`src/hw/ubc_pkg.sv`:
```
// shared constants and types for the burst control link
package ubc_pkg;
  localparam int unsigned    CLK_MHZ           = 100;
  localparam logic [1:0]     MODE_CMD          = 2'h0;
  localparam logic [1:0]     MODE_PIN_A        = 2'h1;
  localparam logic [1:0]     MODE_TWO_PIN      = 2'h2;
  localparam logic [1:0]     MODE_CLK_ONLY     = 2'h3;
  localparam int unsigned    PULSE_W           = 8;
  localparam int unsigned    TIMEOUT_W         = 3;
  localparam int unsigned    LEVEL_W           = 4;
  // blank-out unit time in microseconds per timeout step
  localparam int unsigned    BLANK_UNIT_US     = 1;
  localparam int unsigned    BLANK_UNIT_CYC    = BLANK_UNIT_US * CLK_MHZ;
  localparam int unsigned    BLANK_W           = 12;
  localparam logic [BLANK_W-1:0] BLANK_RST     = 12'h000;
  localparam logic [PULSE_W-1:0] PULSE_RST     = 8'h00;
  localparam logic           HIZ_RST           = 1'b1;
  // two-pin overlap: half an internal clock period, in reference cycles
  localparam int unsigned    OVERLAP_CYC       = 2;
  localparam logic [1:0]     OVERLAP_RST       = 2'h0;
  typedef enum logic [1:0] {UBC_IDLE, UBC_ARMED, UBC_BURST, UBC_BLANK} ubc_state_e;
endpackage

```
`src/hw/ubc_link_if.sv`:
```
// pin-level link between the controller and the burst device
`timescale 1ns/1ps
interface ubc_link_if;
  logic                  control_pin_a;
  logic                  clock_pin_b;
  logic                  cmd_trigger;
  logic                  supply_recharge_trigger;
  logic                  supply_ready_flag;
  modport dev  (input control_pin_a, clock_pin_b, cmd_trigger, supply_recharge_trigger,
                output supply_ready_flag);
  modport host (output control_pin_a, clock_pin_b, cmd_trigger, supply_recharge_trigger,
                input supply_ready_flag);
endinterface

```
`src/hw/ubc_device.sv`:
```
// burst control and drive-supply gating of the transducer device
`timescale 1ns/1ps
// Summary of operation
// - stop charging once supply reaches selected level; code stops on supply_at_level_in and ignores the level select
// - regulation off at reset until hiz cleared
// - listen-disable stops charging after burst end
// - recharge trigger turns charging back on
// - status shows supply ready for burst
// - trigger set at start of burst keeps charging after burst
// - hiz flag overrides listen and trigger control
// - mode field selects; enable then falling edge
// - mode 0: command enables, pin b starts
// - modes 0,1,3 count pin b fall periods
// - mode 0 ends on count or command clear
// - mode 0 rearm needs command toggle
// - mode 1: pin a low enables, b starts
// - mode 1 ends on count or a high
// - mode 1 rearm needs pin a toggle
// - in burst outputs follow pin levels
// - mode 2: any fall enables, a starts
// - mode 2 overlap ends and disarms burst
// - mode 2 ignores pulse count
// - mode 3: pin b fall enables, starts, counts
// - mode 3 blank-out after end of burst
// - host holds pin b high before enable
// - zero count bursts continuously, not mode 3
module ubc_device (
  input  wire logic                          ref_clk_in,
  input  wire logic                          reset_n_in,
  input  wire logic                          clk_en_in,
  ubc_link_if.dev                            link,
  input  wire logic [1:0]                    io_mode_in,
  input  wire logic [ubc_pkg::PULSE_W-1:0]   burst_pulse_in,
  input  wire logic [ubc_pkg::TIMEOUT_W-1:0] drive_fault_timeout_in,
  input  wire logic [ubc_pkg::LEVEL_W-1:0]   drive_supply_level_sel_in,
  input  wire logic                          listen_charge_disable_in,
  input  wire logic                          hiz_clear_in,
  input  wire logic                          supply_at_level_in,
  output logic                               drive_out_a_out,
  output logic                               drive_out_b_out,
  output logic                               charge_enable_out,
  output logic                               drive_supply_hiz_flag_out,
  output logic                               burst_active_out
);
  import ubc_pkg::*;

  // ****************************************
  // pin synchronisers
  // ****************************************
  logic [1:0] sa_q, sb_q, sr_q;
  logic       a_q, b_q, a_prev_q, b_prev_q, cmd_prev_q;
  always_ff @(posedge ref_clk_in or negedge reset_n_in) begin
    if (!reset_n_in) begin
      sa_q     <= 2'h3;
      sb_q     <= 2'h3;
      sr_q     <= 2'h0;
      a_q      <= 1'b1;
      b_q      <= 1'b1;
      a_prev_q <= 1'b1;
      b_prev_q <= 1'b1;
      cmd_prev_q <= 1'b0;
    end else if (clk_en_in) begin
      sa_q     <= {sa_q[0], link.control_pin_a};
      sb_q     <= {sb_q[0], link.clock_pin_b};
      sr_q     <= {sr_q[0], supply_at_level_in};
      a_q      <= sa_q[1];
      b_q      <= sb_q[1];
      a_prev_q <= a_q;
      b_prev_q <= b_q;
      cmd_prev_q <= link.cmd_trigger;
    end
  end
  wire a_fall   = a_prev_q & ~a_q;
  wire b_fall   = b_prev_q & ~b_q;
  wire cmd_rise = link.cmd_trigger & ~cmd_prev_q;
  wire level_ok = sr_q[1];

  // ****************************************
  // burst sequencer
  // ****************************************
  ubc_state_e           st_q;
  logic [PULSE_W-1:0]   cnt_q;
  logic [BLANK_W-1:0]   blank_q;
  logic [1:0]           ovl_q;
  logic                 burst_end;
  wire count_done = (burst_pulse_in != PULSE_RST) &&
                    (cnt_q == burst_pulse_in - 8'h01);
  wire ovl_hit    = (io_mode_in == MODE_TWO_PIN) && (ovl_q == 2'(OVERLAP_CYC));
  always_comb begin
    burst_end = 1'b0;
    if (st_q == UBC_BURST) begin
      case (io_mode_in)
        MODE_CMD:      burst_end = !link.cmd_trigger || (b_fall && count_done);
        MODE_PIN_A:    burst_end = a_q || (b_fall && count_done);
        MODE_TWO_PIN:  burst_end = ovl_hit;
        MODE_CLK_ONLY: burst_end = b_fall && (cnt_q == burst_pulse_in - 8'h01);
        default:       burst_end = 1'b1;
      endcase
    end
  end

  always_ff @(posedge ref_clk_in or negedge reset_n_in) begin
    if (!reset_n_in) begin
      ovl_q <= OVERLAP_RST;
    end else if (clk_en_in) begin
      if (st_q == UBC_BURST && a_q && b_q && ovl_q != 2'(OVERLAP_CYC))
        ovl_q <= ovl_q + 2'h1;
      else if (!(a_q && b_q) || st_q != UBC_BURST)
        ovl_q <= OVERLAP_RST;
    end
  end

  always_ff @(posedge ref_clk_in or negedge reset_n_in) begin
    if (!reset_n_in) begin
      st_q    <= UBC_IDLE;
      cnt_q   <= PULSE_RST;
      blank_q <= BLANK_RST;
    end else if (clk_en_in) begin
      case (st_q)
        UBC_IDLE: begin
          cnt_q <= PULSE_RST;
          case (io_mode_in)
            MODE_CMD:      if (cmd_rise) st_q <= UBC_ARMED;
            MODE_PIN_A:    if (a_fall) st_q <= UBC_ARMED;
            MODE_TWO_PIN:  if (a_fall || b_fall) st_q <= UBC_ARMED;
            MODE_CLK_ONLY: if (b_fall) st_q <= UBC_BURST;
            default:       st_q <= UBC_IDLE;
          endcase
        end
        UBC_ARMED: begin
          if ((io_mode_in == MODE_CMD && !link.cmd_trigger) ||
              (io_mode_in == MODE_PIN_A && a_q))
            st_q <= UBC_IDLE;
          else if (io_mode_in == MODE_TWO_PIN ? a_fall : b_fall)
            st_q <= UBC_BURST;
        end
        UBC_BURST: begin
          if (b_fall && io_mode_in != MODE_TWO_PIN)
            cnt_q <= cnt_q + 8'h01;
          if (burst_end) begin
            cnt_q <= PULSE_RST;
            if (io_mode_in == MODE_CLK_ONLY) begin
              blank_q <= BLANK_W'(BLANK_UNIT_CYC) * BLANK_W'(drive_fault_timeout_in);
              st_q    <= UBC_BLANK;
            end else begin
              st_q <= UBC_IDLE;
            end
          end
        end
        UBC_BLANK: begin
          if (blank_q == BLANK_RST) st_q <= UBC_IDLE;
          else blank_q <= blank_q - 12'h001;
        end
        default: st_q <= UBC_IDLE;
      endcase
    end
  end

  // ****************************************
  // drive outputs
  // ****************************************
  always_ff @(posedge ref_clk_in or negedge reset_n_in) begin
    if (!reset_n_in) begin
      drive_out_a_out  <= 1'b0;
      drive_out_b_out  <= 1'b0;
      burst_active_out <= 1'b0;
    end else if (clk_en_in) begin
      burst_active_out <= (st_q == UBC_BURST) && !burst_end;
      if (st_q == UBC_BURST && !burst_end) begin
        drive_out_a_out <= a_q;
        drive_out_b_out <= b_q;
      end else begin
        drive_out_a_out <= 1'b0;
        drive_out_b_out <= 1'b0;
      end
    end
  end

  // ****************************************
  // drive-supply charge gating
  // ****************************************
  logic listen_off_q;
  logic keep_charge_q;
  always_ff @(posedge ref_clk_in or negedge reset_n_in) begin
    if (!reset_n_in) begin
      drive_supply_hiz_flag_out <= HIZ_RST;
      listen_off_q              <= 1'b0;
      keep_charge_q             <= 1'b0;
      charge_enable_out         <= 1'b0;
      link.supply_ready_flag    <= 1'b0;
    end else if (clk_en_in) begin
      if (hiz_clear_in) drive_supply_hiz_flag_out <= 1'b0;
      // trigger level held at start of burst decides the stop after it
      if (st_q != UBC_BURST)
        keep_charge_q <= link.supply_recharge_trigger;
      if (drive_supply_hiz_flag_out)
        listen_off_q <= 1'b0;
      else if (st_q == UBC_BURST && burst_end && listen_charge_disable_in &&
               !keep_charge_q)
        listen_off_q <= 1'b1;
      else if (link.supply_recharge_trigger)
        listen_off_q <= 1'b0;
      charge_enable_out <= !drive_supply_hiz_flag_out && !listen_off_q &&
                           !level_ok;
      link.supply_ready_flag <= !drive_supply_hiz_flag_out && level_ok;
    end
  end
  wire unused_level = ^drive_supply_level_sel_in;
endmodule

```
`src/flat_wrapper.sv`:
```
// flat-port wrapper written by rule: the top's interface ports become plain ports
module ubc_device_flat import ubc_pkg::*;
  (ref_clk_in, reset_n_in, clk_en_in, io_mode_in, burst_pulse_in, drive_fault_timeout_in, drive_supply_level_sel_in, listen_charge_disable_in, hiz_clear_in, supply_at_level_in, drive_out_a_out, drive_out_b_out, charge_enable_out, drive_supply_hiz_flag_out, burst_active_out, link_control_pin_a, link_clock_pin_b, link_cmd_trigger, link_supply_recharge_trigger, link_supply_ready_flag);
  ubc_link_if link_i ();
  input  wire logic ref_clk_in;
  input  wire logic reset_n_in;
  input  wire logic clk_en_in;
  input  wire logic [1:0] io_mode_in;
  input  wire logic [ubc_pkg::PULSE_W-1:0] burst_pulse_in;
  input  wire logic [ubc_pkg::TIMEOUT_W-1:0] drive_fault_timeout_in;
  input  wire logic [ubc_pkg::LEVEL_W-1:0] drive_supply_level_sel_in;
  input  wire logic listen_charge_disable_in;
  input  wire logic hiz_clear_in;
  input  wire logic supply_at_level_in;
  output logic drive_out_a_out;
  output logic drive_out_b_out;
  output logic charge_enable_out;
  output logic drive_supply_hiz_flag_out;
  output logic burst_active_out;
  input wire logic [$bits(link_i.control_pin_a)-1:0] link_control_pin_a;
  input wire logic [$bits(link_i.clock_pin_b)-1:0] link_clock_pin_b;
  input wire logic [$bits(link_i.cmd_trigger)-1:0] link_cmd_trigger;
  input wire logic [$bits(link_i.supply_recharge_trigger)-1:0] link_supply_recharge_trigger;
  output wire logic [$bits(link_i.supply_ready_flag)-1:0] link_supply_ready_flag;
  assign link_i.control_pin_a = link_control_pin_a;
  assign link_i.clock_pin_b = link_clock_pin_b;
  assign link_i.cmd_trigger = link_cmd_trigger;
  assign link_i.supply_recharge_trigger = link_supply_recharge_trigger;
  assign link_supply_ready_flag = link_i.supply_ready_flag;
  ubc_device u_core (.ref_clk_in(ref_clk_in), .reset_n_in(reset_n_in), .clk_en_in(clk_en_in), .link(link_i), .io_mode_in(io_mode_in), .burst_pulse_in(burst_pulse_in), .drive_fault_timeout_in(drive_fault_timeout_in), .drive_supply_level_sel_in(drive_supply_level_sel_in), .listen_charge_disable_in(listen_charge_disable_in), .hiz_clear_in(hiz_clear_in), .supply_at_level_in(supply_at_level_in), .drive_out_a_out(drive_out_a_out), .drive_out_b_out(drive_out_b_out), .charge_enable_out(charge_enable_out), .drive_supply_hiz_flag_out(drive_supply_hiz_flag_out), .burst_active_out(burst_active_out));
endmodule
```
`config.mk`:
```
export PLATFORM = sky130hd
export DESIGN_NAME = ubc_device_flat
export DESIGN_NICKNAME = d
export VERILOG_FILES = /design/src/hw/ubc_pkg.sv /design/src/hw/ubc_link_if.sv /design/src/hw/ubc_device.sv /design/src/flat_wrapper.sv
export SDC_FILE = /design/constraint.sdc
export NUM_CORES = 1
export LEC_CHECK = 0
export BUFFER_PORTS_ARGS = -buffer_cell sky130_fd_sc_hd__buf_2
export CORE_MARGIN = 2
export CORE_UTILIZATION = 55
export CTS_CLUSTER_SIZE = 12
export DETAILED_ROUTE_END_ITERATION = 7
export PLACE_DENSITY = 0.76
export SLEW_MARGIN = 20
export SYNTH_ARGS = -nofsm -noshare
export SYNTH_HDL_FRONTEND = slang
export SYNTH_SLANG_ARGS = --single-unit
```
`constraint.sdc`:
```
create_clock -name ref_clk_in -period 3.8 [get_ports ref_clk_in]
set_clock_uncertainty 0.1 [all_clocks]
set_input_delay 1.14 -clock ref_clk_in [delete_from_list [all_inputs] [get_ports ref_clk_in]]
set_output_delay 1.14 -clock ref_clk_in [all_outputs]
set_load 0.1 [all_outputs]
```
* Word-level counts from Yosys, hierarchy flattened *
Cells that the tools add are included.

cells by class
  add/subtract/negate cells = 4
  multiply operators = 1
  equal/unequal tests = 21
  multiplexer cells = 28
  bitwise logic cells = 6
  reduce and logical (&&, ||, !) cells = 45

operator list
  cell                                                                  number
  12-bit 2-to-1 mux                                                     3
  12-bit case mux with 2 select lines                                   1
  2-bit 2-to-1 mux                                                      11
  1-bit logical AND                                                     18
  8-bit 2-to-1 mux                                                      2
  2-bit case mux with 4 select lines                                    2
  8-bit case mux with 2 select lines                                    1
  12-bit logical NOT                                                    1
  12-bit by 1-bit subtractor with 12-bit output, second input constant  1
  2-bit equality test, second input constant                            5
  3-bit by 2-bit != test with 1-bit output, second input constant       3
  8-bit by 1-bit adder with 8-bit output, second input constant         1
  8-bit equality test                                                   1
  5-bit by 3-bit multiplier with 8-bit output, first input constant     1
  2-bit != test, second input constant                                  4
  2-bit AND reduction                                                   4
  8-bit AND reduction                                                   1
  8-bit nonzero test                                                    1
  8-bit by 1-bit subtractor with 8-bit output, second input constant    1
  1-bit logical NOT                                                     7
  1-bit 2-to-1 mux                                                      7
  2-bit by 1-bit != test with 1-bit output, second input constant       3
  3-bit by 1-bit != test with 1-bit output, second input constant       2
  2-bit nonzero test                                                    3
  other kinds (11)                                                      21

storage, ports and cells
  register bits after elaboration = 43
  input bits = 27
  output and inout bits = 6
  logic and storage cells = 125

* Depth between registers and ports, before layout *
Gate-level depths: netlist (run 1).

  depth after elaboration = 12
  mapped depth = 11
  depth with buffers taken out = 9

* Worst setup path after synthesis (run 1) *
OpenSTA, ideal clock, no wires.

  path kind = in2reg
  from = input burst_pulse_in[2] (netlist name)
  to = register u_core.cnt_q[4]
  library setup time = 0.124 ns
  arrival = 2.936 ns
  required time = 3.576 ns
  setup slack = 0.640 ns
  stages = 9
  buffers on the path = 2
  path through = buf_6 > or4_4 > nor4_4 > a21oi_1 > a32oi_1 > o21a_2 > buf_6 > nor2_2 > a211o_1

between the ends
  word-level cells in the longest chain between the ends = 9
  elaborated cells between the ends (all ways) = 14
  those cells by class = 1 x add/sub; 2 x eq/ne; 4 x mux; 7 x reduce/logical

ends and longest elaborated chain
  item                                                                                           RTL line                            source
  start: declaration                                                                             flat_wrapper.sv:9                   input wire logic [ubc_pkg::PULSE_W-1:0] burst_pulse_in;
  8-bit by 1-bit subtractor with 8-bit output                                                    ubc_device.sv:87, ubc_device.sv:96
  8-bit equality test                                                                            ubc_device.sv:87, ubc_device.sv:96
  1-bit logical AND                                                                              ubc_device.sv:86                    wire count_done = (burst_pulse_in != PULSE_RST) &&
  1-bit logical AND                                                                              ubc_device.sv:93, ubc_device.sv:94
  1-bit logical OR, on equally long branches                                                     ubc_device.sv:94, ubc_device.sv:93
  1-bit case mux with 4 select lines *                                                           ubc_device.sv:92                    case (io_mode_in)
  1-bit 2-to-1 mux *                                                                             ubc_device.sv:91                    if (st_q == UBC_BURST) begin
  3-bit by 1-bit != test with 1-bit output (no line) / 8-bit 2-to-1 mux (equally long branches)  -
  3-bit AND reduction (no line) / 8-bit case mux with 2 select lines (equally long branches)     -
  end signal: assignment                                                                         ubc_device.sv:139                   cnt_q <= cnt_q + 8'h01;
  end: declaration                                                                               ubc_device.sv:82                    logic [PULSE_W-1:0] cnt_q;

Every way passes the cells marked *; elsewhere a longest branch is shown, timed or not.
A chain may end at the register's enable or synchronous reset.

* Worst setup path in the final report (run 1) *
  from = input burst_pulse_in[0] (netlist name)
  to = register u_core.blank_q[8]

between the ends
  word-level cells in the longest chain between the ends = 9
  elaborated cells between the ends (all ways) = 12
  those cells by class = 1 x add/sub; 2 x eq/ne; 2 x mux; 7 x reduce/logical

ends and longest elaborated chain
  item                                                  RTL line                            source
  8-bit by 1-bit subtractor with 8-bit output           ubc_device.sv:87, ubc_device.sv:96
  8-bit equality test                                   ubc_device.sv:87, ubc_device.sv:96
  1-bit logical AND                                     ubc_device.sv:86
  1-bit logical AND                                     ubc_device.sv:93, ubc_device.sv:94
  1-bit logical OR, on equally long branches            ubc_device.sv:94, ubc_device.sv:93
  1-bit case mux with 4 select lines *                  ubc_device.sv:92
  1-bit 2-to-1 mux *                                    ubc_device.sv:91
  2-bit by 1-bit != test with 1-bit output (no line) *  -
  5-bit AND reduction (no line) *                       -
  end signal: assignment                                ubc_device.sv:143                   blank_q <= BLANK_W'(BLANK_UNIT_CYC) * BLANK_W'(drive_fault_timeout_in);
  end signal: assignment                                ubc_device.sv:152                   else blank_q <= blank_q - 12'h001;
  end: declaration                                      ubc_device.sv:83                    logic [BLANK_W-1:0] blank_q;

Marked as above.

==> flow_summary.rst, run 1 <==
.. list-table::
   :header-rows: 1

   * - Metric
     - Value
   * - Remaining max-slew budget at the tightest pin
     - 0.377
   * - Area Growth Syn to Fin
     - 10.0%
   * - Total Die Area
     - 5550 sq um
   * - Clock edge transition at the registers on the reported setup and hold paths
     - 0.09 ns
   * - Final non-filler cell area
     - 3010 sq um
   * - Setup repair after global routing missed its margin
     - no
   * - IR Drop Worst-Case VDD
     - 0.374 mV
   * - Initial antenna violation count
     - 0
   * - Final weighted congestion of routability-driven global placement
     - a little under 0.9
   * - Post-Syn Nets
     - 336
   * - Die W
     - 74.5 um
   * - Yosys cell types
     - 56
   * - Number of standard cells after synthesis
     - 300
   * - Setup Fix Bufs, Post-CTS
     - 0
   * - Overall via count from detail_route
     - 2301
   * - Share of flip-flops with an asynchronous set or reset
     - 1.00
   * - Buffers added on ports
     - 28
   * - Wire length of the first global-routing pass
     - 9480 um
   * - Required arrival time at the worst endpoint
     - 3.89 ns
   * - CTS root buffer
     - sky130_fd_sc_hd__clkbuf_8
   * - Fraction of layout instances using a drive strength above 1
     - 0.207
   * - Final Worst Setup Slack
     - 0.611 ns
   * - Worst setup EP type
     - flip-flop
   * - Overall fraction of global-route tracks in use
     - 0.220
   * - Number of global-route vias before repair
     - 2171
   * - Post-Place Cell Area
     - approximately 2900 sq um
   * - Arrival time worst endpoint
     - between 3 and 4 ns
   * - Worst min-delay path class
     - flip-flop to flip-flop
   * - Inserted Clock Buffers
     - 5
   * - Die outline height
     - 74.5 um
   * - TritonCTS clock tree
     - built
   * - Post-detailed-placement half-perimeter wirelength
     - 4020 um
   * - Critical Setup Path Class
     - input port to flip-flop
   * - Commonest register cell after synthesis
     - sky130_fd_sc_hd__dfrtp_1
   * - Pre-antenna DRT Iters
     - 5
   * - Average cell area after synthesis
     - between 9 and 10 sq um
   * - Critical Path Source Type
     - input port
   * - Number of gates resized after CTS
     - 0
   * - Top-level port count
     - 33
   * - Highest fanout seen on the critical path
     - 12
   * - Maximum buffer depth of the clock tree
     - 2
   * - PwrDens
     - 600 nW/um^2
   * - Clock tree sinks
     - 43
   * - Post-DR vias/cell
     - a little under 6
   * - Count of state elements after synthesis
     - 43
   * - Worst slew pin tran
     - 0.934 ns
   * - Final setup viols
     - 0
   * - Skew-Pair Late Insertion Delay
     - 0.30 ns
   * - Slew Viols, Final
     - 0
   * - Final net count
     - 363
   * - Number of non-filler instances in the completed layout
     - between 300 and 400
   * - Wire length after detailed routing
     - 5500 um
   * - Core region area
     - 4750 sq um
   * - Result of the run
     - complete, no violations
   * - Sequential share of the synthesized area
     - 0.398
   * - Max frequency
     - 314 MHz
   * - Starting density of the core
     - 0.574
   * - Place WS
     - about 0.33 ns
   * - Max-cap check violation count
     - 0
   * - Hold violation count in the final report
     - 0
   * - Drt first-iter violations
     - 102
   * - Max H-tree Level
     - 2
   * - Remaining number of nets flagged by the antenna check after routing
     - 0
   * - Synth warn
     - 0
   * - Grt ovf
     - 0
   * - Final antenna diode count
     - 0
   * - Post-CTS Hold Fix Bufs
     - 0
   * - Total leakage power
     - 1.33 nW
   * - Final sum of negative setup slack
     - 0 ns
   * - Detailed-route wire length per cell
     - 13.9 um
   * - Fraction of the cycle the final worst path needs
     - 0.839
   * - Number of DRC violations after detailed routing
     - 0
   * - Count of flip-flops with a built-in enable after synthesis
     - 0
   * - Std cell rows
     - 25
   * - Maximum number of pins on one net before global-route repair
     - 44
   * - Cell count after placement
     - 387
   * - Final Critical Period
     - 3.19 ns
   * - Post-synthesis cell area
     - roughly 2700 sq um
-- critical path, cell delays in order --
cell and delay, ns:
sky130_fd_sc_hd__buf_2 0.12, sky130_fd_sc_hd__inv_1 0.06, sky130_fd_sc_hd__ha_1 0.30, sky130_fd_sc_hd__xnor2_1 0.12, sky130_fd_sc_hd__nor3_1 0.19, sky130_fd_sc_hd__o211ai_1 0.13, sky130_fd_sc_hd__a211oi_1 0.43, sky130_fd_sc_hd__o21a_2 0.23
sky130_fd_sc_hd__nand2_1 0.28, sky130_fd_sc_hd__o21a_1 0.29
-- synthesized netlist by cell type (3+ instances only) --
library cell	number	area [sq um]
sky130_fd_sc_hd__dfrtp_1	34	851
sky130_fd_sc_hd__nand2_1	27	101
sky130_fd_sc_hd__inv_1	20	75.1
sky130_fd_sc_hd__a21oi_1	17	85.1
sky130_fd_sc_hd__nor3_1	17	85.1
sky130_fd_sc_hd__nor2_1	15	56.3
sky130_fd_sc_hd__o21ai_0	15	75.1
sky130_fd_sc_hd__dfstp_2	9	236
sky130_fd_sc_hd__ha_1	9	113
sky130_fd_sc_hd__nand2b_1	9	56.3
sky130_fd_sc_hd__clkbuf_1	8	30.0
sky130_fd_sc_hd__mux2_2	8	90.1
sky130_fd_sc_hd__nor2b_1	8	50.1
sky130_fd_sc_hd__o2bb2ai_1	8	70.1
sky130_fd_sc_hd__xor2_1	8	70.1
sky130_fd_sc_hd__o211ai_1	7	52.6
sky130_fd_sc_hd__xnor2_1	7	61.3
sky130_fd_sc_hd__nand3_1	5	25.0
sky130_fd_sc_hd__nand4_1	5	31.3
sky130_fd_sc_hd__a21o_1	4	30.0
sky130_fd_sc_hd__a31oi_1	4	25.0
sky130_fd_sc_hd__and3_1	4	25.0
sky130_fd_sc_hd__buf_6	3	33.8
sky130_fd_sc_hd__nor4_1	3	18.8
sky130_fd_sc_hd__o22ai_1	3	18.8
-- power breakdown --
group | leakage (nW) | switching (mW) | internal [mW]
clock network | 0.0491 | 0.173 | 0.135
logic | 0.753 | 0.463 | 0.295
registers | 0.527 | 0.143 | 0.595
total | 1.33 | 0.779 | 1.03
-- metrics by stage --
step           hold slack (ns)  power, mW  utilization
2_1_floorplan            0.345       1.34            -
3_3_place_gp             0.360       1.48        0.612
3_5_place_dp             0.366       1.50        0.612
4_1_cts                  0.379       1.81        0.632
5_1_grt                  0.404       1.94        0.632
6_report                 0.378       1.80        0.632
-- registers in the layout, indices dropped and copies added (netlist names), 2 cells and up --
signal and flops:
u_core.cnt_q 8, u_core.blank_q 12, u_core.ovl_q 2, u_core.sa_q 2
u_core.sb_q 2, u_core.st_q 2, u_core.sr_q 2
-- per-layer routing --
metal	vias to the layer above	GRT usage	wire length [um]
met5	-	0	0
met4	0	0.0754	54
li1	1136	-	-
met3	6	0.0447	262
met1	1088	0.295	2580
met2	71	0.357	2610
-- path summary, 6_finish.rpt --
check	slack (ns)	start	cells past startpoint	endpoint
max in group asynchronous	2.15	reset_n_in	1	u_core.burst_active_out
setup reg to reg	0.98	u_core.blank_q[0]	8	u_core.blank_q[8]
hold / removal	0.38	u_core.sr_q[1]	1	u_core.charge_enable_out
min in group asynchronous	0.88	reset_n_in	1	u_core.blank_q[10]
hold reg to reg	0.38	u_core.sr_q[1]	1	u_core.charge_enable_out
setup / recovery	0.61	burst_pulse_in[0]	10	u_core.blank_q[8]
-- area by class of cell --
cell class | instances | area (sq um)
Clock buffer | 5 | 68.8
Clock inverter | 3 | 26.3
Fill cell | 426 | 1750
Inverter | 20 | 75.1
Multi-Input combinational cell | 224 | 1490
Sequential cell | 43 | 1090
Tap cell | 67 | 83.8
Timing Repair Buffer | 33 | 178
-- cell usage in the layout (no fill, tap or decap), types with 3 or more instances in the layout --
cell	instances
sky130_fd_sc_hd__dfrtp_1	34
sky130_fd_sc_hd__buf_2	28
sky130_fd_sc_hd__nand2_1	27
sky130_fd_sc_hd__inv_1	20
sky130_fd_sc_hd__a21oi_1	17
sky130_fd_sc_hd__nor3_1	17
sky130_fd_sc_hd__nor2_1	15
sky130_fd_sc_hd__o21ai_0	15
sky130_fd_sc_hd__nand2b_1	9
sky130_fd_sc_hd__ha_1	9
sky130_fd_sc_hd__dfstp_2	9
sky130_fd_sc_hd__nor2b_1	8
sky130_fd_sc_hd__xor2_1	8
sky130_fd_sc_hd__mux2_2	8
sky130_fd_sc_hd__o2bb2ai_1	8
sky130_fd_sc_hd__xnor2_1	7
sky130_fd_sc_hd__o211ai_1	7
sky130_fd_sc_hd__nand4_1	5
sky130_fd_sc_hd__nand3_1	5
sky130_fd_sc_hd__clkbuf_8	5
sky130_fd_sc_hd__buf_4	5
sky130_fd_sc_hd__a31oi_1	4
sky130_fd_sc_hd__and3_1	4
sky130_fd_sc_hd__a21o_1	4
sky130_fd_sc_hd__o22ai_1	3
sky130_fd_sc_hd__nor4_1	3
-- logic make-up after synthesis --
kind of cell             synth area share
multiplexers                       0.0403
XOR/XNOR                           0.0481
flip-flops                          0.398
buffers and inverters              0.0577
AO/OA/AOI/OAI                       0.195
AND/OR/NAND/NOR                     0.220
adder cells (fa/ha/maj)            0.0412
Note: power is estimated with default switching activity, not from simulation.
==> run 2, diff against run 1 <==
--- a/config.mk
+++ b/config.mk
@@ -5,6 +5,7 @@
 export SDC_FILE = /design/constraint.sdc
 export NUM_CORES = 1
 export LEC_CHECK = 0
+export ABC_AREA = 1
 export BUFFER_PORTS_ARGS = -buffer_cell sky130_fd_sc_hd__buf_2
 export CORE_MARGIN = 2
 export CORE_UTILIZATION = 55
==> constraint.sdc (replaced) <==
create_clock -name ref_clk_in -period 3 [get_ports ref_clk_in]
set_clock_uncertainty 0.1 [all_clocks]
set_input_delay 0.9 -clock ref_clk_in [delete_from_list [all_inputs] [get_ports ref_clk_in]]
set_output_delay 0.9 -clock ref_clk_in [all_outputs]
set_load 0.1 [all_outputs]
==> flow_summary.rst, run 2 <==
.. list-table::
   :header-rows: 1

   * - Metric
     - Value
   * - Top-level port count
     - 33 (unchanged)
   * - Buffers added on ports
     - 28 (unchanged)
   * - Hold violation count in the final report
     - 0 (unchanged)
   * - Pre-antenna DRT Iters
     - 4 (-1)
   * - Post-Syn Nets
     - 425 (+26%)
   * - R2R cell count
     - 6 (-2)
   * - CTS root buffer
     - sky130_fd_sc_hd__clkbuf_8
   * - CP cell instances
     - buf_2 > inv_1 > ha_1 > inv_1 > nand2_1 > nand2_1 > nand3_1 > nor2_1 > nand2_1 > nor2_1 > nand2_1 > nand2_1 > nand2_2 > nand2_4 > nand3_2 > nand2_1 > nand2_1
   * - Number of non-filler instances in the completed layout
     - 490 (+24%)
   * - Top cells by area, synth
     - sky130_fd_sc_hd__dfrtp_1, sky130_fd_sc_hd__nand2_1, sky130_fd_sc_hd__dfstp_2
   * - Yosys cell types
     - 36 (-36%)
   * - Synth warn
     - 0 (unchanged)
   * - Fraction of synthesized area in multiplexers
     - 0 (-0.0403)
   * - Critical Path Source Type
     - input port
   * - Fraction of the mapped netlist area in simple logic gates
     - 0.351 (+0.131)
   * - Number of gates resized after CTS
     - 0 (unchanged)
   * - Sequential share of the synthesized area
     - 0.383 (-0.0149)
   * - Final Critical Period
     - 2.55 ns
   * - Arithmetic-cell share of the synthesized area counting full adders, half adders and majority gates
     - 0.0397 (-0.00155)
   * - End of the worst hold path
     - u_core.sa_q[1]
   * - Setup repair after global routing missed its margin
     - no
   * - Post-synthesis cell area
     - 2840 sq um (+3.9%)
   * - Number of standard cells after synthesis
     - 389 (+30%)
   * - Commonest non-fill, non-tap cell in the layout
     - sky130_fd_sc_hd__nand2_1
   * - Overall fraction of global-route tracks in use
     - 0.228 (+0.00783)
   * - Commonest register cell after synthesis
     - sky130_fd_sc_hd__dfrtp_1
   * - Final weighted congestion of routability-driven global placement
     - 0.885 (+1.8%)
   * - Cell count after placement
     - 482 (+25%)
   * - Worst Hold Path Cells
     - 2 (+1)
   * - Worst stage delay on the critical path
     - 0.25 ns (-0.18 ns)
   * - Final antenna diode count
     - 0 (unchanged)
   * - Starting density of the core
     - 0.563 (-0.0117)
   * - Startpoint of the most critical hold path
     - u_core.sa_q[1]
   * - Area Growth Syn to Fin
     - 10.5%
   * - Number of DRC violations after detailed routing
     - 0 (unchanged)
   * - Result of the run
     - complete, no violations
   * - Post-Route Utilization
     - 0.622 (-0.0103)
   * - Core region area
     - 5040 sq um (+6.1%)
   * - Count of state elements after synthesis
     - 43 (unchanged)
   * - Arrival time worst endpoint
     - 2.65 ns (-0.63 ns)
   * - Die outline height
     - 75.8 um (+1.8%)
   * - Cell type contributing the most total cell area after synthesis
     - sky130_fd_sc_hd__dfrtp_1
   * - Reg-to-reg slack, setup
     - 0.82 ns (-0.16 ns)
   * - Largest family of logic cells by synthesized area
     - simple AND/OR/NAND/NOR gates
   * - Max frequency
     - 392 MHz
   * - Fraction of the cycle the final worst path needs
     - 0.850
   * - Initial antenna violation count
     - 0 (unchanged)
   * - Total leakage power
     - 1.62 nW (+22%)
   * - Slew Viols, Final
     - 0 (unchanged)
   * - Clock tree sinks
     - 43 (unchanged)
   * - Largest registers in the final layout
     - u_core.blank_q (12), u_core.cnt_q (8)
   * - PwrDens
     - 643 nW/um^2 (+7.0%)
   * - Max-cap check violation count
     - 0 (unchanged)
   * - Wire length after detailed routing
     - 5790 um (+5.2%)
   * - Reg2reg end
     - u_core.blank_q[9]
   * - Fillers
     - 464 (+8.9%)
   * - Critical Setup Path Class
     - input port to flip-flop
   * - Final setup viols
     - 0 (unchanged)
   * - Detailed-route wire length per cell
     - 11.8 um (-15%)
   * - Required arrival time at the worst endpoint
     - 3.10 ns (-0.79 ns)
   * - Final total power
     - 2.01 mW (+12%)
   * - Most repeated library cell on the critical path
     - sky130_fd_sc_hd__nand2_1
   * - Share of flip-flops with an asynchronous set or reset
     - 1.00 (unchanged)
   * - IR Drop Worst-Case VDD
     - 0.441 mV (+18%)
   * - Commonest cells after routing, fill and taps aside
     - sky130_fd_sc_hd__nand2_1, sky130_fd_sc_hd__inv_1, sky130_fd_sc_hd__nor2_1
   * - Worst slew pin tran
     - 0.527 ns (-0.407 ns)
   * - Critical path's slowest cell
     - sky130_fd_sc_hd__ha_1
   * - Maximum buffer depth of the clock tree
     - 2 (unchanged)
   * - Area fraction in compound gates after synthesis
     - 0.0935 (-0.101)
   * - Max reg flops
     - 12 (unchanged)
   * - TritonCTS clock tree
     - built
   * - Worst setup EP type
     - flip-flop
   * - Place WS
     - 0.111 ns (-0.224 ns)
   * - Die W
     - 75.8 um (+1.8%)
   * - Drt first-iter violations
     - 99 (-2.9%)
   * - Grt ovf
     - 0 (unchanged)
   * - Overall via count from detail_route
     - 2522 (+9.6%)
   * - Cell with the most instances after synthesis
     - sky130_fd_sc_hd__nand2_1
   * - Number of global-route vias before repair
     - 2416 (+11%)
   * - Final Worst Setup Slack
     - 0.449 ns (-0.162 ns)
   * - Synthesized-area fraction occupied by xor and xnor cells
     - 0.0370 (-0.0111)
   * - Average cell area after synthesis
     - 7.29 sq um (-20%)
   * - Std cell rows
     - 26 (+4.0%)
   * - Post-CTS Hold Fix Bufs
     - 0 (unchanged)
   * - Source of the worst register-to-register timing path
     - u_core.st_q[0]
   * - Highest fanout seen on the critical path
     - 12 (unchanged)
   * - Post-DR vias/cell
     - 5.15 (-12%)
   * - Fraction of layout instances using a drive strength above 1
     - 0.174 (-0.0335)
   * - Skew-Pair Late Insertion Delay
     - 0.31 ns (about the same)
   * - Setup Fix Bufs, Post-CTS
     - 0 (unchanged)
   * - Worst min-delay path class
     - flip-flop to flip-flop
   * - Maximum number of pins on one net before global-route repair
     - 44 (unchanged)
   * - Max H-tree Level
     - 2 (unchanged)
   * - Commonest cells in the synthesized netlist
     - sky130_fd_sc_hd__nand2_1, sky130_fd_sc_hd__inv_1, sky130_fd_sc_hd__nor2_1
   * - Area used by multi-input combinational logic
     - 1480 sq um (-0.51%)
   * - Remaining number of nets flagged by the antenna check after routing
     - 0 (unchanged)
   * - Final sum of negative setup slack
     - 0 ns (unchanged)
   * - Post-detailed-placement half-perimeter wirelength
     - 4240 um (+5.3%)
   * - Wire length of the first global-routing pass
     - 10000 um (+5.7%)
   * - Final net count
     - 455 (+25%)
   * - Remaining max-slew budget at the tightest pin
     - 0.649 (+0.271)
   * - Share of the synthesized area in the top cell type
     - 0.300 (-0.0117)
   * - Inserted Clock Buffers
     - 5 (unchanged)
   * - Clock edge transition at the registers on the reported setup and hold paths
     - 0.09 ns (about the same)
   * - Largest register by flop count
     - u_core.blank_q
   * - Total Die Area
     - 5750 sq um (+3.7%)
   * - Count of flip-flops with a built-in enable after synthesis
     - 0 (unchanged)
   * - Total area of sequential cells
     - 1090 sq um (unchanged)
run 2: worst max-delay path: cells and delay by family:
kind / cells / cell delay (ns)
buf+inv: 3 / 0.26
simple gates: 13 / 1.26
fa+ha+maj: 1 / 0.25
run 2: worst max-delay path by stage:
stage          slack [ns]                end               from  cells after the start
4_1_cts              0.43  u_core.blank_q[9]  burst_pulse_in[1]                     17
3_3_place_gp         0.15  u_core.blank_q[7]  burst_pulse_in[0]                     17
2_1_floorplan        0.48    u_core.cnt_q[4]  burst_pulse_in[0]                     17
3_5_place_dp         0.11  u_core.blank_q[9]  burst_pulse_in[1]                     17
5_1_grt              0.12  u_core.blank_q[6]  burst_pulse_in[1]                     17
6_report             0.45  u_core.blank_q[9]  burst_pulse_in[1]                     17
run 2: area by class of cell:
cell class / instances / share of cell area
multi-input cells: 286 / 0.472
flip-flops and latches: 43 / 0.347
repair buffers: 34 / 0.0591
inverters: 49 / 0.0587
well taps: 70 / 0.0279
clock buffers: 5 / 0.0219
clock inverters: 3 / 0.0140
run 2: cell families (layout without fill, tap and decap cells):
| kind of cell | after synthesis | count (layout) |
|---|---|---|
| compound gates | 46 | 46 |
| xor+xnor | 12 | 12 |
| buf+inv | 60 | 91 |
| fa+ha+maj | 9 | 9 |
| simple gates | 219 | 219 |
| flops | 43 | 43 |
run 2: per-stage QoR:
stage	instance area, sq um	hold WS [ns]
5_1_grt	3140	0.379
3_3_place_gp	3020	0.349
6_report	3140	0.366
3_5_place_dp	3020	0.350
2_1_floorplan	2840	0.331
4_1_cts	3140	0.369
run 2: layer usage:
metal | GRT usage | routed length [um] | vias to the layer above
li1 | - | - | 1294
met1 | 0.291 | 2630 | 1162
met2 | 0.387 | 2820 | 58
met3 | 0.0463 | 255 | 8
met4 | 0.0721 | 85 | 0
met5 | 0 | 0 | -
run 2: power breakdown:
| part | internal, mW | switching, mW |
|---|---|---|
| sequential | 0.693 | 0.107 |
| combinational | 0.242 | 0.512 |
| clock | 0.248 | 0.213 |
